`src/common/hw_adapt_pkg.sv`:
```
// constants for the half-width target adapter
// assumes a single 100 MHz local clock
package hw_adapt_pkg;
  localparam int CLK_PERIOD_NS = 10;
  localparam int DATA_W = 32;
  localparam int HALF_W = 16;
  localparam int LANES = 4;
  localparam int BURST_STEPS = 8;
  localparam logic [3:0] LANES_NONE = 4'h0;
  localparam logic [3:0] LO_WORD_MASK = 4'h3;
  localparam logic [3:0] HI_WORD_MASK = 4'hC;
  localparam logic [3:0] HALF_STEP = 4'h2;
  localparam logic [15:0] RESET_HALF_DATA = 16'h0000;
  localparam logic [3:0] RESET_ADDR = 4'h0;
  typedef enum logic [1:0] {
    ST_IDLE = 2'b00,
    ST_FIRST = 2'b01,
    ST_SECOND = 2'b10,
    ST_HOLD = 2'b11
  } xfer_state_t;
endpackage

```
`src/half_width_target_adapter.sv`:
```
// half-width target adapter: splits 32-bit bus cycles for a 16-bit core
// assumes bus pins already resolved; enables are active high, logical
`timescale 1ns/1ps
// Rules for host, master, board and this block
// RULE1 - host encodes lane enables from byte signals
// RULE2 - assert half-width ack for 16-bit target
// RULE3 - first transfer uses low word, forces second
// RULE4 - owner repeats upper lanes, negates low lanes
// RULE5 - single-word cycles need no second transfer
// RULE6 - take upper write data from lanes 3,2
// RULE7 - never rely on write data duplication
// RULE8 - second read drives both data words
// RULE9 - reads drive all 32 data lines
// RULE10 - master keeps true lanes on second transfer
// RULE11 - lane 3 and 2 buffer enables
// RULE12 - lane 1 and 0 buffer enables
// RULE13 - decode byte signals from lane enables
// RULE14 - burst steps split, second two higher
// RULE15 - split burst order set by start address
// RULE16 - board gives 16 stable clocks in reset
// RULE17 - float data and ready lines in reset
// RULE18 - target never drives master-only lines in reset
// RULE19 - claim low only from valid address decode
// RULE20 - target never drives master-owned signals
// RULE21 - board drives clock, reset, capability bits
// RULE22 - hold read data until ready return
module half_width_target_adapter
  import hw_adapt_pkg::*;
(
  input wire logic CLK,
  input wire logic RST_N,
  input wire logic CE,
  input wire logic CYCLE_START,
  input wire logic WRITE_CYCLE,
  input wire logic [3:0] LANE_EN_IN,
  input wire logic [3:0] START_ADDR,
  input wire logic ADDR_HIT,
  input wire logic [31:0] DATA_IN,
  input wire logic XFER_DONE,
  input wire logic READY_RETURN_IN,
  input wire logic [15:0] CORE_RDATA,
  output logic HALF_ACK_OUT,
  output logic HALF_ACK_OE_N,
  output logic CLAIM_OUT,
  output logic CLAIM_OE_N,
  output logic [31:0] DATA_OUT,
  output logic DATA_OE_N,
  output logic [3:0] BUF_EN,
  output logic [15:0] CORE_WDATA,
  output logic CORE_WE,
  output logic CORE_LOW_BYTE,
  output logic CORE_HIGH_BYTE,
  output logic CORE_WORD_ADDR,
  output logic [3:0] BURST_ADDR
);
  xfer_state_t state_reg;
  logic [3:0] lanes_reg;
  logic write_reg;
  logic [2:0] step_reg;
  logic [3:0] start_reg;
  logic rst_q1_reg;
  logic rst_q2_reg;

  function automatic logic [2:0] byte_decode(input logic [3:0] en);
    // low byte, high byte, word address bit
    byte_decode = {en[0] | (~en[1] & en[2]) | (~en[1] & en[3]),
                   en[1] | en[3], en[0] | en[1]};
  endfunction

  function automatic logic [3:0] burst_addr(input logic [3:0] st,
                                            input logic [2:0] k);
    logic [3:0] dw;
    dw = {k[2:1], 2'b00} ^ {st[3:2], 2'b00};
    burst_addr = dw + (k[0] ? HALF_STEP : LANES_NONE);
  endfunction

  // reset edge tracking for the release cycle
  always_ff @(posedge CLK)
  begin
    if (!RST_N)
    begin
      rst_q1_reg <= 1'b0;
      rst_q2_reg <= 1'b0;
    end
    else if (CE)
    begin
      rst_q1_reg <= 1'b1;
      rst_q2_reg <= rst_q1_reg;
    end
  end

  // RULE3 RULE5 split sequencing
  always_ff @(posedge CLK)
  begin
    if (!RST_N)
    begin
      state_reg <= ST_IDLE;
      lanes_reg <= LANES_NONE;
      write_reg <= 1'b0;
    end
    else if (CE)
    begin
      unique case (state_reg)
        ST_IDLE:
        begin
          if (CYCLE_START && ADDR_HIT)
          begin
            state_reg <= ST_FIRST;
            lanes_reg <= LANE_EN_IN;
            write_reg <= WRITE_CYCLE;
          end
        end
        ST_FIRST:
        begin
          if (XFER_DONE)
          begin
            if (!write_reg)
              state_reg <= ST_HOLD;
            else
              state_reg <= ST_IDLE;
          end
          else if (CYCLE_START)
          begin
            state_reg <= ST_SECOND;
            lanes_reg <= LANE_EN_IN;
          end
        end
        ST_SECOND:
        begin
          if (XFER_DONE)
            state_reg <= write_reg ? ST_IDLE : ST_HOLD;
        end
        ST_HOLD:
        begin
          // RULE22 hold until return
          if (READY_RETURN_IN)
            state_reg <= ST_IDLE;
        end
      endcase
    end
  end

  // RULE14 RULE15 burst address order
  always_ff @(posedge CLK)
  begin
    if (!RST_N)
    begin
      step_reg <= 3'h0;
      start_reg <= RESET_ADDR;
      BURST_ADDR <= RESET_ADDR;
    end
    else if (CE)
    begin
      if (CYCLE_START && ADDR_HIT && state_reg == ST_IDLE)
      begin
        step_reg <= 3'h0;
        start_reg <= START_ADDR;
        BURST_ADDR <= START_ADDR;
      end
      else if (XFER_DONE &&
               (state_reg == ST_FIRST || state_reg == ST_SECOND))
      begin
        step_reg <= step_reg + 3'h1;
        BURST_ADDR <= burst_addr(start_reg, step_reg + 3'h1);
      end
    end
  end

  // RULE17 RULE18 RULE19 RULE20 pin drive control
  always_ff @(posedge CLK)
  begin
    if (!RST_N)
    begin
      HALF_ACK_OUT <= 1'b0;
      HALF_ACK_OE_N <= 1'b1;
      CLAIM_OUT <= 1'b0;
      CLAIM_OE_N <= 1'b1;
      DATA_OE_N <= 1'b1;
    end
    else if (CE)
    begin
      // RULE2 half-width ack
      HALF_ACK_OUT <= (state_reg == ST_FIRST || CYCLE_START) && ADDR_HIT;
      HALF_ACK_OE_N <= ~(state_reg != ST_IDLE || (CYCLE_START && ADDR_HIT));
      CLAIM_OUT <= ADDR_HIT && rst_q2_reg;
      CLAIM_OE_N <= ~(ADDR_HIT && rst_q2_reg);
      // RULE9 drive all lines on read
      DATA_OE_N <= ~((state_reg != ST_IDLE) && !write_reg);
    end
  end

  // RULE8 RULE9 read data on both words
  always_ff @(posedge CLK)
  begin
    if (!RST_N)
      DATA_OUT <= {RESET_HALF_DATA, RESET_HALF_DATA};
    else if (CE && state_reg != ST_HOLD)
      DATA_OUT <= {CORE_RDATA, CORE_RDATA};
  end

  // RULE6 RULE7 write steering from true lanes
  always_ff @(posedge CLK)
  begin
    if (!RST_N)
    begin
      CORE_WDATA <= RESET_HALF_DATA;
      CORE_WE <= 1'b0;
    end
    else if (CE)
    begin
      CORE_WE <= XFER_DONE && write_reg &&
                 (state_reg == ST_FIRST || state_reg == ST_SECOND);
      if (|(lanes_reg & LO_WORD_MASK) && state_reg == ST_FIRST)
        CORE_WDATA <= DATA_IN[15:0];
      else
        CORE_WDATA <= DATA_IN[31:16];
    end
  end

  // RULE11 RULE12 RULE13 buffers and byte decode
  always_ff @(posedge CLK)
  begin
    if (!RST_N)
    begin
      BUF_EN <= LANES_NONE;
      {CORE_LOW_BYTE, CORE_HIGH_BYTE, CORE_WORD_ADDR} <= 3'h0;
    end
    else if (CE)
    begin
      BUF_EN[3] <= !write_reg || (lanes_reg[3] && !lanes_reg[1]);
      BUF_EN[2] <= !write_reg || (lanes_reg[2] && !lanes_reg[0]);
      BUF_EN[1] <= !write_reg || lanes_reg[1];
      BUF_EN[0] <= !write_reg || lanes_reg[0];
      {CORE_LOW_BYTE, CORE_HIGH_BYTE, CORE_WORD_ADDR} <=
        byte_decode(lanes_reg);
    end
  end

  // RULE17
  a_reset_float: assert property (@(posedge CLK) // RULE17
    !RST_N |=> DATA_OE_N && HALF_ACK_OE_N)
    else $error("pins driven during reset");
  a_read_hold: assert property (@(posedge CLK) disable iff (!RST_N) // RULE22
    CE && state_reg == ST_HOLD && !READY_RETURN_IN |=> state_reg == ST_HOLD)
    else $error("read hold dropped early");
  a_claim_decode: assert property (@(posedge CLK) disable iff (!RST_N) // RULE19
    !CLAIM_OE_N |-> $past(ADDR_HIT))
    else $error("claim without decode");
  a_data_dup: assert property (@(posedge CLK) disable iff (!RST_N) // RULE8
    DATA_OUT[31:16] == DATA_OUT[15:0])
    else $error("read words differ");
  a_buf_read: assert property (@(posedge CLK) disable iff (!RST_N) // RULE11
    CE && !write_reg |=> BUF_EN == 4'hF)
    else $error("read buffers off");
  a_buf_low: assert property (@(posedge CLK) disable iff (!RST_N) // RULE12
    CE && write_reg |=> BUF_EN[0] == $past(lanes_reg[0]))
    else $error("lane 0 buffer wrong");
  a_decode_hi: assert property (@(posedge CLK) disable iff (!RST_N) // RULE13
    CE |=> CORE_HIGH_BYTE == $past(lanes_reg[1] | lanes_reg[3]))
    else $error("high byte decode wrong");
  a_ack_first: assert property (@(posedge CLK) disable iff (!RST_N) // RULE3
    CE && state_reg == ST_FIRST && ADDR_HIT |=> HALF_ACK_OUT)
    else $error("no half ack on first");
  c_split_write: cover property (@(posedge CLK)
    state_reg == ST_FIRST ##1 state_reg == ST_SECOND);
  c_read_hold: cover property (@(posedge CLK) state_reg == ST_HOLD);
  c_burst_step: cover property (@(posedge CLK) step_reg == 3'h1);
endmodule

```
`config.mk`:
```
export PLATFORM = sky130hd
export DESIGN_NAME = half_width_target_adapter
export DESIGN_NICKNAME = d
export VERILOG_FILES = /design/src/common/hw_adapt_pkg.sv /design/src/half_width_target_adapter.sv
export SDC_FILE = /design/constraint.sdc
export NUM_CORES = 1
export LEC_CHECK = 0
export BUFFER_PORTS_ARGS = -buffer_cell sky130_fd_sc_hd__clkbuf_2
export CAP_MARGIN = 0
export CORE_MARGIN = 2
export CORE_UTILIZATION = 45
export DETAILED_ROUTE_END_ITERATION = 6
export PLACE_DENSITY = 0.78
export SLEW_MARGIN = 0
export SYNTH_ARGS = -nofsm -noshare
export SYNTH_HDL_FRONTEND = slang
export SYNTH_SLANG_ARGS = --single-unit
```
`constraint.sdc`:
```
create_clock -name CLK -period 1.6 [get_ports CLK]
set_input_delay 0.16 -clock CLK [delete_from_list [all_inputs] [get_ports CLK]]
set_output_delay 0.16 -clock CLK [all_outputs]
set_load 0.005 [all_outputs]
```
==> results.py <==
metrics = {
    "run_status": {
        "outcome": "completed",
    },
    "sta": {
        "worstMarginPinSlew_ns": 0.681,
        "finalSetupViolCount": 0,
        "period_needed_ns": 1.48,
        "tns_ns": 0,
        "finalClockSkew_ns": 0.00290,
        "max_freq_mhz": 675,
        "drv_slew": 0,
        "layout_setup_ws_ns": 0.120,
        "post-route-period-util_pct": 92.5,
        "rsz0062_at_grt": "yes",
        "worst_hold_slack_ns": 0.0471,
        "slew_headroom_pct": 54.4,
        "hold_viol_final": 0,
    },
    "cells_and_area": {
        "fill_cells": 563,
        "top_regs": "CORE_WDATA: 16 flops, DATA_OUT: 16 flops",
        "areaGrowthSynthToFinish_pct": 29.4,
        "instances_no_fill": 514,
        "antenna_cells": 0,
        "final_common_cell": "clkbuf_2",
        "final_cell_mix": "clkbuf_2, dfxtp_1, nand2_1",
        "final_nets": 508,
        "design_area_um2": 3590,
        "drive_gt1_share_pct": 36.7,
    },
    "placement": {
        "place.gp.congestion": 0.836,
        "portBuffers": 128,
        "place_hpwl_um": 4960,
        "postPlaceCellArea_um2": 3360,
        "dp_cells": 499,
        "pre_cts_ws_ns": 0.0375,
    },
    "yosys": {
        "avgSynthCellArea_um2": 8.54,
        "ys_warn_count": 0,
        "synthFlopType": "dfxtp_1",
        "syn-num-nets": 396,
        "synth_edf_count": 0,
        "synth_seq_cells": 63,
        "yosysUniqueCellTypes": 39,
        "synth_area_um2": 2780,
        "syn_inst": 325,
        "async_flop_share_pct": 0,
        "synth_seq_area_share_pct": 45.4,
    },
    "worst_setup_path": {
        "endpoint_kind": "flip-flop",
        "reg2reg_slack_ns": 0.12,
        "critical_path_class": "reg -> reg",
        "crit_path_max_fanout": 5,
        "r2r_start": "state_reg[1]$_SDFFE_PN0P_",
        "r2r-end": "step_reg[1]$_SDFFE_PN0P_",
        "crit_arrival_ns": 1.68,
        "critPathRequiredTime_ns": 1.80,
        "reg2reg_depth": 6,
        "cp-start-kind": "flip-flop",
    },
    "floorplan": {
        "initial_core_util_pct": 46.6,
        "row_count": 28,
        "dieHeight_um": 82.5,
        "die-area_um2": 6810,
        "core_um2": 5960,
        "die_w_um": 82.5,
        "top_level_ports": 129,
    },
    "power_and_ir_drop": {
        "p_per_area_nw_per_um2": 990,
        "p_leak_nw": 1.78,
        "peakVddDrop_v": 0.000633,
    },
    "min_path": {
        "holdPathStages": 3,
        "hold_class": "in -> reg",
        "min_to": "DATA_OUT[19]$_SDFFE_PN0P_",
        "worstHoldStart": "CORE_RDATA[3]",
    },
    "global_routing": {
        "grt_use_total_pct": 20.0,
        "grt_max_degree": 46,
        "globalRoute.totalOverflow": 0,
        "grt_pass1_wl_um": 10300,
        "antenna_found_initial": 0,
        "grt_pass1_vias": 2320,
    },
    "clocking": {
        "clock_latency_ns": 0.33,
        "cts_root_buf": "clkbuf_8",
        "clock_path_buffers": 2,
        "cts_num_sinks": 63,
        "ctsHoldBuffers": 0,
        "path_clk_slew_ns": 0.06,
        "cts_buffers": 9,
        "htreeDepth": 3,
        "cts_tree": "yes",
    },
    "routing": {
        "post-route-drc-count": 0,
        "vias": 2574,
        "wl_per_cell_um": 13.2,
        "drt_first_pass_iters": 4,
        "postRouteAntennaNets": 0,
        "avgViaCountPerCell": 5.01,
        "drtIter0Drc": 106,
        "routed_wl_um": 6760,
    },
    "job": {
        "drv_cap": 0,
    },
}
-- synth_stat cells (2+ instances only) --
library cell	n	area (um2)
nand3_1	10	50.1
buf_2	6	30.0
dfxtp_1	63	1260
a31oi_1	5	31.3
nand4_1	2	12.5
ha_1	7	87.6
clkbuf_1	10	37.5
mux2i_1	19	190
o21ai_0	31	155
o211ai_1	2	15.0
a21oi_1	43	215
nand2b_1	4	25.0
xnor2_1	2	17.5
buf_4	19	143
and3_1	2	12.5
nand2_1	53	199
nor2_1	15	56.3
inv_1	7	26.3
o21ai_1	2	10.0
nor2b_1	4	25.0
-- cell type report --
| cell class | count | area, um2 | area share [%] |
|---|---|---|---|
| multi-input combinational | 218 | 1280 | 35.8 |
| sequential | 63 | 1260 | 35.1 |
| timing repair buffer | 138 | 741 | 20.6 |
| clock buffer | 12 | 155 | 4.32 |
| tap | 75 | 93.8 | 2.61 |
| clock inverter | 1 | 30.0 | 0.836 |
| inverter | 7 | 26.3 | 0.731 |
-- logic make-up (layout without fill, tap and decap cells) --
family                   after synthesis  after routing  share of synthesized area [%]
flip-flops                            63             63                           45.4
AO/OA/AOI/OAI                         95             95                           19.5
AND/OR/NAND/NOR                       94             94                           14.7
XOR/XNOR                               3              3                          0.947
adder cells (fa/ha/maj)                7              7                           3.16
buffers and inverters                 44            158                           9.42
multiplexers                          19             19                           6.85
-- what timing repair did --
item	4_1_cts	5_1_grt
setup endpoints to repair	1	13
pin swaps	0	2
gates resized for setup	1	7
setup buffers	0	2
-- worst max-delay path by stage --
stage | from | endpoint | slack (ns) | cells past startpoint
3_5_place_dp | state_reg[1]$_SDFFE_PN0P_ | step_reg[2]$_SDFFE_PN0P_ | 0.04 | 6
3_3_place_gp | state_reg[1]$_SDFFE_PN0P_ | step_reg[2]$_SDFFE_PN0P_ | 0.09 | 6
4_1_cts | state_reg[1]$_SDFFE_PN0P_ | step_reg[1]$_SDFFE_PN0P_ | 0.06 | 6
6_report | state_reg[1]$_SDFFE_PN0P_ | step_reg[1]$_SDFFE_PN0P_ | 0.12 | 6
2_1_floorplan | state_reg[0]$_SDFFE_PN0P_ | step_reg[1]$_SDFFE_PN0P_ | 0.18 | 6
5_1_grt | state_reg[1]$_SDFFE_PN0P_ | BURST_ADDR[1]$_SDFFE_PN0P_ | -0.01 | 7
-- critical path: stages (launching register included) --
cell	delay, ns
dfxtp_1	0.32
inv_1	0.09
ha_2	0.37
nand3_2	0.11
and2_4	0.22
a22oi_2	0.19
nor2_1	0.05
-- layer usage --
layer | routed length [um] | track usage [%] | part of all wire, % | up-vias
li1 | - | - | - | 1322
met1 | 2880 | 22.9 | 43 | 1155
met2 | 3270 | 35.3 | 48 | 88
met3 | 532 | 4.57 | 7.9 | 9
met4 | 82 | 8.69 | 1.2 | 0
met5 | 0 | 0 | 0 | -
-- power breakdown --
part / total, W / internal [W] / leakage, nW / switching [W]
logic: 0.000509 / 0.000244 / 1.17 / 0.000265
registers: 0.00172 / 0.00166 / 0.519 / 0.0000556
clock network: 0.00133 / 0.000780 / 0.0944 / 0.000553
total: 0.00356 / 0.00268 / 1.78 / 0.000874
-- through the flow --
| step | utilization (%) | total power [W] |
|---|---|---|
| 2_1_floorplan | - | 0.00203 |
| 3_3_place_gp | 56.4 | 0.00223 |
| 3_5_place_dp | 56.4 | 0.00225 |
| 4_1_cts | 59.5 | 0.00356 |
| 5_1_grt | 60.3 | 0.00373 |
| 6_report | 60.3 | 0.00356 |
Note: power is estimated with default switching activity, not from simulation.
